==> src/verilog/pdm_fe_params.svh <==
// Constants of the PDM microphone record front end: offsets, fields, resets, timing.
// Assumes a 125 MHz pclk and a 32-bit APB register bus.
`ifndef PDM_FE_PARAMS_SVH
`define PDM_FE_PARAMS_SVH
// Register byte offsets
`define OFS_CTRL 8'h00
`define OFS_SENS 8'h04
`define OFS_STAT 8'h08
`define OFS_LEFT 8'h0C
`define OFS_RIGHT 8'h10
// Control register fields
`define B_STREAM 0
`define B_CLK_EN 1
`define B_POL 2
`define B_LPWR 3
`define B_RPWR 4
`define B_DC_EN 5
`define F_DC_CUT 7:6
`define B_WIND_EN 8
`define F_WIND_SENS 11:9
`define F_WIND_ATT 13:12
`define B_REC_ROUTE 14
`define F_PB_ROUTE 16:15
`define B_SER_OUT 17
`define B_PFIL_PWR 18
`define B_FIL_PWR 19
`define CTRL_MASK 32'h00FF_FFFF
`define CTRL_RESET 32'h0002_4620
`define SENS_RESET 8'h80
`define SENS_SHIFT 7
// Timing: pclk and pdm clock periods in ns, pdm clock half-period in pclk cycles
`define CLK_PERIOD_NS 8
`define MIC_CLK_PERIOD_NS 64
`define PDM_HALF_DIV (`MIC_CLK_PERIOD_NS / (2 * `CLK_PERIOD_NS))
`define BITS_PER_FRAME 64
`define ONES_SHIFT 18
// DC-block shifts for cutoff codes 00..11
`define DC_K0 4'd11
`define DC_K1 4'd9
`define DC_K2 4'd6
`define DC_K3 4'd5
// Wind detector
`define WIND_LP_SHIFT 4
`define WIND_BASE 33'sh0400000
`define WIND_STEP 33'sh0080000
`endif

==> src/verilog/pdm_fe_pkg.sv <==
// Types of the PDM microphone record front end.
// Assumes nothing beyond the constants header.
`default_nettype none
package pdm_fe_pkg;
    typedef struct packed {
        logic signed [23:0] left;
        logic signed [23:0] right;
    } stereo_s;
    typedef enum logic [2:0] {
        REC1_PB2 = 3'b000,
        REC2_PB1 = 3'b001,
        FILT_BYPASS = 3'b010,
        LOOPBACK = 3'b011,
        OTHER_PATH = 3'b100
    } path_e;
endpackage
`default_nettype wire

==> src/verilog/pdm_mic_record_frontend.sv <==
// PDM microphone record front end: clock out, channel split, decimation, DC block,
// right sensitivity, wind filter, channel pattern and path status, APB registers.
// Assumes a single pclk domain; pin inputs are asynchronous.
`timescale 1ns/1ns
`default_nettype none
`include "pdm_fe_params.svh"
module pdm_mic_record_frontend
    import pdm_fe_pkg::*;
#(
    parameter int HALF_DIV = `PDM_HALF_DIV
) (
    // Clock and reset
    input wire logic pclk,
    input wire logic presetn,
    // APB slave
    input wire logic [7:0] paddr,
    input wire logic psel,
    input wire logic penable,
    input wire logic pwrite,
    input wire logic [31:0] pwdata,
    output logic [31:0] prdata,
    output logic pready,
    output logic pslverr,
    // Device pins
    input wire logic power_down_pin_n,
    input wire logic pdm_data_in,
    output logic pdm_data_oe,
    output logic pdm_clock_out,
    output logic pdm_clock_oe,
    // Sample stream and path status
    output stereo_s sample_out,
    output logic sample_valid,
    output path_e path_mode
);
    localparam logic [5:0] LAST_BIT = 6'(`BITS_PER_FRAME - 1);
    localparam logic [7:0] HALF_LAST = 8'(HALF_DIV - 1);

    logic [31:0] ctrl, next_ctrl;
    logic [7:0] sens, next_sens;
    logic [31:0] next_prdata;
    logic next_pready, next_pslverr;
    logic data_meta, data_sync, pdn_meta, pdn_sync;
    logic [7:0] div, next_div;
    logic mclk, next_mclk;
    logic [5:0] bit_cnt, next_bit_cnt;
    logic [6:0] acc_l, acc_r, next_acc_l, next_acc_r;
    logic [6:0] cap_l, cap_r, next_cap_l, next_cap_r;
    logic frame, next_frame;
    logic clk_run, tick, left_phase, next_oe;
    logic signed [23:0] dc_st [2], next_dc [2];
    logic signed [23:0] lp_st [2], next_lp [2];
    logic [1:0] att [2], next_att [2];
    logic signed [23:0] pcm [2], hp [2], wd [2];
    logic signed [23:0] sens_r;
    stereo_s next_out;
    path_e next_path;

    function automatic logic signed [23:0] sat(input logic signed [32:0] v);
        if (v > 33'sh07FFFFF) begin
            sat = 24'sh7FFFFF;
        end else if (v < -33'sh0800000) begin
            sat = -24'sh800000;
        end else begin
            sat = v[23:0];
        end
    endfunction

    // Two-flop synchronisers for the pins
    always_ff @(posedge pclk or negedge presetn) begin
        if (!presetn) begin
            data_meta <= 1'b0;
            data_sync <= 1'b0;
            pdn_meta <= 1'b0;
            pdn_sync <= 1'b0;
        end else begin
            data_meta <= pdm_data_in;
            data_sync <= data_meta;
            pdn_meta <= power_down_pin_n;
            pdn_sync <= pdn_meta;
        end
    end

    // APB decode: answer prepared in setup, one access cycle
    always_comb begin
        next_ctrl = ctrl;
        next_sens = sens;
        next_pready = 1'b0;
        next_pslverr = 1'b0;
        next_prdata = prdata;
        if (psel && !penable) begin
            next_pready = 1'b1;
            next_prdata = 32'h0000_0000;
            unique case (paddr)
                `OFS_CTRL: next_prdata = ctrl;
                `OFS_SENS: next_prdata = {24'h000000, sens};
                `OFS_STAT: next_prdata = {23'h000000, att[1], att[0], mclk, pdn_sync, path_mode};
                `OFS_LEFT: next_prdata = {{8{sample_out.left[23]}}, sample_out.left};
                `OFS_RIGHT: next_prdata = {{8{sample_out.right[23]}}, sample_out.right};
                default: next_pslverr = 1'b1;
            endcase
        end else if (psel && penable && pready) begin
            if (pwrite && paddr == `OFS_CTRL) begin
                next_ctrl = pwdata & `CTRL_MASK;
            end
            if (pwrite && paddr == `OFS_SENS) begin
                next_sens = pwdata[7:0];
            end
        end
    end

    always_ff @(posedge pclk or negedge presetn) begin
        if (!presetn) begin
            ctrl <= `CTRL_RESET;
            sens <= `SENS_RESET;
            prdata <= 32'h0000_0000;
            pready <= 1'b0;
            pslverr <= 1'b0;
        end else begin
            ctrl <= next_ctrl;
            sens <= next_sens;
            prdata <= next_prdata;
            pready <= next_pready;
            pslverr <= next_pslverr;
        end
    end

    // PDM clock divider, channel split and ones counting
    assign clk_run = ctrl[`B_STREAM] && ctrl[`B_CLK_EN] && pdn_sync;
    assign tick = clk_run && div == HALF_LAST;
    assign left_phase = mclk == ctrl[`B_POL];
    always_comb begin
        next_div = 8'h00;
        next_mclk = 1'b0;
        next_bit_cnt = 6'h00;
        next_acc_l = 7'h00;
        next_acc_r = 7'h00;
        next_cap_l = cap_l;
        next_cap_r = cap_r;
        next_frame = 1'b0;
        next_oe = ctrl[`B_STREAM] && pdn_sync;
        if (clk_run) begin
            next_div = tick ? 8'h00 : div + 8'h01;
            next_mclk = tick ? !mclk : mclk;
            next_bit_cnt = bit_cnt;
            next_acc_l = acc_l + 7'((tick && left_phase) ? data_sync : 1'b0);
            next_acc_r = acc_r + 7'((tick && !left_phase) ? data_sync : 1'b0);
            if (tick && !mclk) begin
                next_bit_cnt = bit_cnt + 6'h01;
                if (bit_cnt == LAST_BIT) begin
                    next_frame = 1'b1;
                    next_cap_l = next_acc_l;
                    next_cap_r = next_acc_r;
                    next_acc_l = 7'h00;
                    next_acc_r = 7'h00;
                end
            end
        end
    end

    always_ff @(posedge pclk or negedge presetn) begin
        if (!presetn) begin
            div <= 8'h00;
            mclk <= 1'b0;
            bit_cnt <= 6'h00;
            acc_l <= 7'h00;
            acc_r <= 7'h00;
            cap_l <= 7'h00;
            cap_r <= 7'h00;
            frame <= 1'b0;
            pdm_clock_oe <= 1'b0;
            pdm_data_oe <= 1'b0;
        end else begin
            div <= next_div;
            mclk <= next_mclk;
            bit_cnt <= next_bit_cnt;
            acc_l <= next_acc_l;
            acc_r <= next_acc_r;
            cap_l <= next_cap_l;
            cap_r <= next_cap_r;
            frame <= next_frame;
            pdm_clock_oe <= next_oe;
            pdm_data_oe <= 1'b0; // Data pin is input only
        end
    end
    assign pdm_clock_out = mclk;

    // Sample chain: decimation, DC block, sensitivity, wind filter, pattern
    always_comb begin
        logic [3:0] k;
        logic signed [32:0] d, thr, mag;
        logic [1:0] amax;
        logic [1:0] on;
        k = `DC_K0;
        d = '0;
        mag = '0;
        unique case (ctrl[`F_DC_CUT])
            2'b00: k = `DC_K0;
            2'b01: k = `DC_K1;
            2'b10: k = `DC_K2;
            2'b11: k = `DC_K3;
        endcase
        amax = ctrl[`F_WIND_ATT];
        thr = `WIND_BASE - 33'(ctrl[`F_WIND_SENS]) * `WIND_STEP;
        on = {ctrl[`B_RPWR], ctrl[`B_LPWR]};
        pcm[0] = sat(33'({cap_l, 18'h00000}) - 33'sh0800000);
        pcm[1] = sat(33'({cap_r, 18'h00000}) - 33'sh0800000);
        sens_r = 24'sh000000;
        for (int i = 0; i < 2; i++) begin
            next_dc[i] = dc_st[i];
            next_lp[i] = lp_st[i];
            next_att[i] = ctrl[`B_WIND_EN] ? att[i] : 2'b00;
            d = 33'(pcm[i]) - 33'(dc_st[i]);
            hp[i] = ctrl[`B_DC_EN] ? sat(d) : pcm[i];
            if (frame && on[i]) begin
                next_dc[i] = sat(33'(dc_st[i]) + (d >>> k));
            end
            wd[i] = hp[i];
            if (i == 1) begin
                sens_r = sat((33'(hp[1]) * $signed({25'h0, sens})) >>> `SENS_SHIFT);
                wd[i] = sens_r;
            end
            mag = 33'(lp_st[i]);
            mag = mag < 0 ? -mag : mag;
            if (frame && on[i] && ctrl[`B_WIND_EN]) begin
                next_lp[i] = sat(33'(lp_st[i]) + ((33'(wd[i]) - 33'(lp_st[i])) >>> `WIND_LP_SHIFT));
                if (mag > thr && att[i] < amax) begin
                    next_att[i] = att[i] + 2'b01;
                end else if ((mag <= thr && att[i] != 2'b00) || att[i] > amax) begin
                    next_att[i] = att[i] - 2'b01;
                end
            end
            wd[i] = wd[i] >>> att[i];
        end
        next_out = sample_out;
        unique case (on)
            2'b00: next_out = '0;
            2'b10: next_out = '{left: wd[1], right: wd[1]};
            2'b01: next_out = '{left: wd[0], right: wd[0]};
            2'b11: next_out = '{left: wd[0], right: wd[1]};
        endcase
        if (!frame) begin
            next_out = sample_out;
        end
        next_path = OTHER_PATH;
        if (ctrl[`F_PB_ROUTE] == 2'b00 && !ctrl[`B_SER_OUT] && !ctrl[`B_PFIL_PWR]) begin
            next_path = FILT_BYPASS;
        end else if (ctrl[`B_REC_ROUTE] && ctrl[`F_PB_ROUTE] == 2'b00 && ctrl[`B_SER_OUT]) begin
            next_path = REC1_PB2;
        end else if (!ctrl[`B_REC_ROUTE] && ctrl[`F_PB_ROUTE] == 2'b01 && !ctrl[`B_SER_OUT]) begin
            next_path = REC2_PB1;
        end else if (ctrl[`B_REC_ROUTE] && ctrl[`F_PB_ROUTE] == 2'b01 && ctrl[`B_SER_OUT]) begin
            next_path = LOOPBACK;
        end
    end

    always_ff @(posedge pclk or negedge presetn) begin
        if (!presetn) begin
            for (int i = 0; i < 2; i++) begin
                dc_st[i] <= 24'sh000000;
                lp_st[i] <= 24'sh000000;
                att[i] <= 2'b00;
            end
            sample_out <= '0;
            sample_valid <= 1'b0;
            path_mode <= REC1_PB2;
        end else begin
            dc_st <= next_dc;
            lp_st <= next_lp;
            att <= next_att;
            sample_out <= next_out;
            sample_valid <= frame;
            path_mode <= next_path;
        end
    end
endmodule
`default_nettype wire
==> config.mk <==
export PLATFORM = sky130hd
export DESIGN_NAME = pdm_mic_record_frontend
export DESIGN_NICKNAME = d
export VERILOG_FILES = /design/src/verilog/pdm_fe_pkg.sv /design/src/verilog/pdm_mic_record_frontend.sv
export VERILOG_INCLUDE_DIRS = /design/src /design/src/verilog
export SDC_FILE = /design/constraint.sdc
export NUM_CORES = 2
export LEC_CHECK = 0
export ABC_AREA = 1
export BUFFER_PORTS_ARGS = -buffer_cell sky130_fd_sc_hd__buf_2
export CORE_AREA = 10 10 228 230
export CTS_CLUSTER_SIZE = 24
export DETAILED_ROUTE_END_ITERATION = 6
export DIE_AREA = 0 0 238 240
export PLACE_DENSITY = 0.94
export SYNTH_ARGS = -nofsm -noshare
export SYNTH_HDL_FRONTEND = slang
export SYNTH_SLANG_ARGS = --single-unit
==> constraint.sdc <==
create_clock -name pclk -period 12.3 [get_ports pclk]
set_input_delay 1.845 -clock pclk [delete_from_list [all_inputs] [get_ports pclk]]
set_output_delay 1.845 -clock pclk [all_outputs]
set_load 0.02 [all_outputs]
==> summary.txt <==
Final layout
  – Final core utilization: 0.709
  – Final nets: 4960
  – Antenna Diode Count: 0
  – Post-route cell area: 33600 um^2
  – Area Growth Syn to Fin: 10.3%
  – Layout cells sized above 1: 0.0966
  – FILL cells: 3651
  – FF+latch area: 6520 um^2
  – Multi-input gate area: 21100 um^2
  – Final cell count without fillers: 5119

STA
  – Clk_skew: 50.4 ps
  – Fmax: 85.3 MHz
  – Final WS setup: 581 ps
  – Fin crit share: 0.953
  – Final number of setup-violating endpoints: 0
  – Worst-Margin Slew: 1080 ps
  – Relative slew margins: 0.281
  – Min Tclk post-route: 11720 ps
  – Hold Worst Slack: 347 ps
  – Final Hold Fails: 0
  – Max-slew violations: 0

Synthesis
  – Share of the yosys chip area belonging to registers: 0.214
  – Post-synth top area share: 0.209
  – Top-count cell post-synth: nand2_1
  – Cell Area, Synth: 30400 um^2
  – Syn Area/Cell: 7.01 um^2
  – Syn nets: 4822
  – Synthesis-stage register bit count: 260
  – Number of enable flip-flop cells after synthesis: 0
  – Most used DFF post-synth: dfrtp_1
  – Area contributors post-synth: dfrtp_1 (21%), ha_1 (11%), nand2_1 (11%), fa_1 (10%), inv_1 (8.1%)
  – Ys async rst share: 1.00
  – Post-synth top area cell: dfrtp_1
  – Synth cell count leaders: nand2_1 (917), inv_1 (660), a21oi_1 (428)
  – Post-synth cell types: 64
  – Post-synthesis cell count: 4343
  – Synth warn: 0

Setup path
  – WS Path Type: register to register
  – Crit path depth: 66
  – Crit-path max cell delay: 550 ps
  – Highest-delay cell along the critical path: fa_1
  – WP data required: 12760 ps
  – Reg2reg path depth: 66
  – CP startpoint kind: register
  – CP Capture Type: register
  – WP buf/inv: 13
  – Worst path arrival time: 12180 ps
  – Delay-heaviest family, CP: compound AO/OA/AOI/OAI gates
  – CP max FO: 10

CTS
  – Clock net sink count: 260
  – CTS root buffer: clkbuf_16
  – H-tree levels: 1
  – Cts bufs inserted: 30
  – TritonCTS clock tree: yes
  – Clock Tree Buf Depth: 3
  – Worst skew pair latency: 620 ps
  – Clk slew on worst S/H paths: 60 ps

Placed design
  – Placement Setup Slack: 9.73 ps
  – Placed insts: 5056
  – Port bufs: 126
  – Detail Placement HPWL: 73900 um
  – Global placer's final weighted congestion: 1.02
  – Placed instance area: 32100 um^2

Routing
  – DR vias/cell: 6.10
  – Via count: 31200
  – Initial drt markers: 3832
  – Drt drc: 1
  – Antenna-violating nets left: 0
  – DRT Wirelength: 96000 um
  – First-pass DRT Iterations: 7
  – Wirelength per Cell: 18.8 um

Floorplan
  – Io pins: 136
  – Core area: 47300 um^2
  – Die span in x: 238 um
  – DIE HEIGHT: 240 um
  – Initial Utilization: 0.643
  – Die ar.: 57100 um^2
  – Site Rows: 80

Pwr
  – Psw: 782 uW
  – Power Density: 73.7 nW/um^2
  – Pint: 1690 uW
  – Peak VDD IR: 0.156 mV
  – Leakage: 0.0181 uW
  – Clock power frac: 0.414
  – Switching part of the total: 0.316
  – Gate power share: 0.235
  – Seq pwr share: 0.351

GRT
  – Vias in the first global route: 30100
  – Wire length of the first global-routing pass: 152000 um
  – Gr ovfl total: 0
  – Largest net degree at the start of global routing: 127
  – Initial antenna violation count: 5
  – GRT Resource Usage Total: 0.325

Status
  – Outcome: complete, but fails checks
  – Failing checks: DRC

Worst hold path
  – Worst hold path type: register to register
  – Hold path cells: 0

Flow run
  – Max Cap Violations: 0
-- stage by stage --
step                total power, uW  setup TNS, ps
floorplan                      1270              0
global placement               1430              0
detailed placement             1440              0
CTS                            2450              0
global route                   2570          -2660
finish                         2470              0
-- registers in the layout, summed over array words and instances, names as in the netlist, 4 cells and up --
register,cells
dc_st,48
lp_st,48
sample_out,48
prdata,25
ctrl,24
div,8
sens,8
acc_l,7
acc_r,7
cap_l,7
cap_r,7
bit_cnt,6
att,4
-- metal layers --
layer,part of all wire,track usage,vias up
li1,-,-,14500
met1,0.39,0.401,14500
met2,0.44,0.525,1840
met3,0.12,0.0877,390
met4,0.053,0.150,12
met5,0.0012,0,-
-- power by group through the flow --
| stage | logic, uW | registers, uW | clock network, uW |
|---|---|---|---|
| after floorplan | 383 | 885 | 0 |
| after global placement | 551 | 883 | 0 |
| after detailed placement | 561 | 883 | 0 |
| after CTS | 566 | 868 | 1020 |
| after global routing | 643 | 868 | 1060 |
| final | 581 | 869 | 1020 |
-- worst reg2reg max path, delay by kind of cell (launching register included) --
family	cells	cell delay, ps
buffers and inverters	13	1640
adder cells (fa/ha/maj)	8	3420
AO/OA/AOI/OAI	23	3520
flip-flops	1	470
XOR/XNOR	3	710
AND/OR/NAND/NOR	19	1860
-- logic make-up after synthesis --
| kind of cell | after synthesis | synth area share |
|---|---|---|
| buf+inv | 809 | 0.102 |
| flops | 260 | 0.214 |
| mux | 16 | 0.00547 |
| other cells | 1 | 0.000123 |
| compound gates | 975 | 0.181 |
| fa+ha+maj | 432 | 0.216 |
| simple gates | 1646 | 0.222 |
| xor+xnor | 204 | 0.0587 |
-- cell usage in the layout (no fill, tap or decap), types with 15 or more instances in the layout --
cell / n
nand3_1: 151
nor2_1: 418
o21bai_1: 17
a22oi_1: 61
a221oi_1: 18
o21ai_0: 251
fa_1: 155
clkbuf_16: 30
nand2_1: 914
clkinv_1: 15
o221ai_1: 18
nand2_2: 21
or2_2: 33
xor2_1: 136
a21oi_2: 28
nor4_1: 18
o21ai_1: 41
a31oi_1: 29
inv_1: 657
xnor2_1: 64
nand4_1: 25
buf_4: 105
buf_2: 127
a21oi_1: 401
nor3_1: 36
ha_1: 271
dfrtp_1: 253
o22ai_1: 27
-- cell type report --
type,count,area share
inverters,678,0.0758
multi-input cells,3275,0.630
clock buffers,34,0.0237
repair buffers,236,0.0441
clock inverters,21,0.00969
well taps,615,0.0229
flip-flops and latches,260,0.194
-- worst paths after layout --
check	startpoint	slack, ps	endpoint
worst max register to register	cap_r[6]$_DFFE_PN0P_	580	lp_st[18]$_DFFE_PN0P_
worst min register to register	data_meta$_DFF_PN0_	350	data_sync$_DFF_PN0_
worst min-delay path	data_meta$_DFF_PN0_	350	data_sync$_DFF_PN0_
max in group asynchronous	presetn	8630	lp_st[20]$_DFFE_PN0P_
min in group asynchronous	presetn	1390	dc_st[15]$_DFFE_PN0P_
worst max-delay path	cap_r[6]$_DFFE_PN0P_	580	lp_st[18]$_DFFE_PN0P_
-- timing repair --
item	in CTS	in global routing
setup endpoints to repair	22	24
resized for setup	2	72
hold buffers	0	0
pin swaps	0	8
cloned	0	2
setup buffers	0	6
Power figures use the tool's default switching activity.
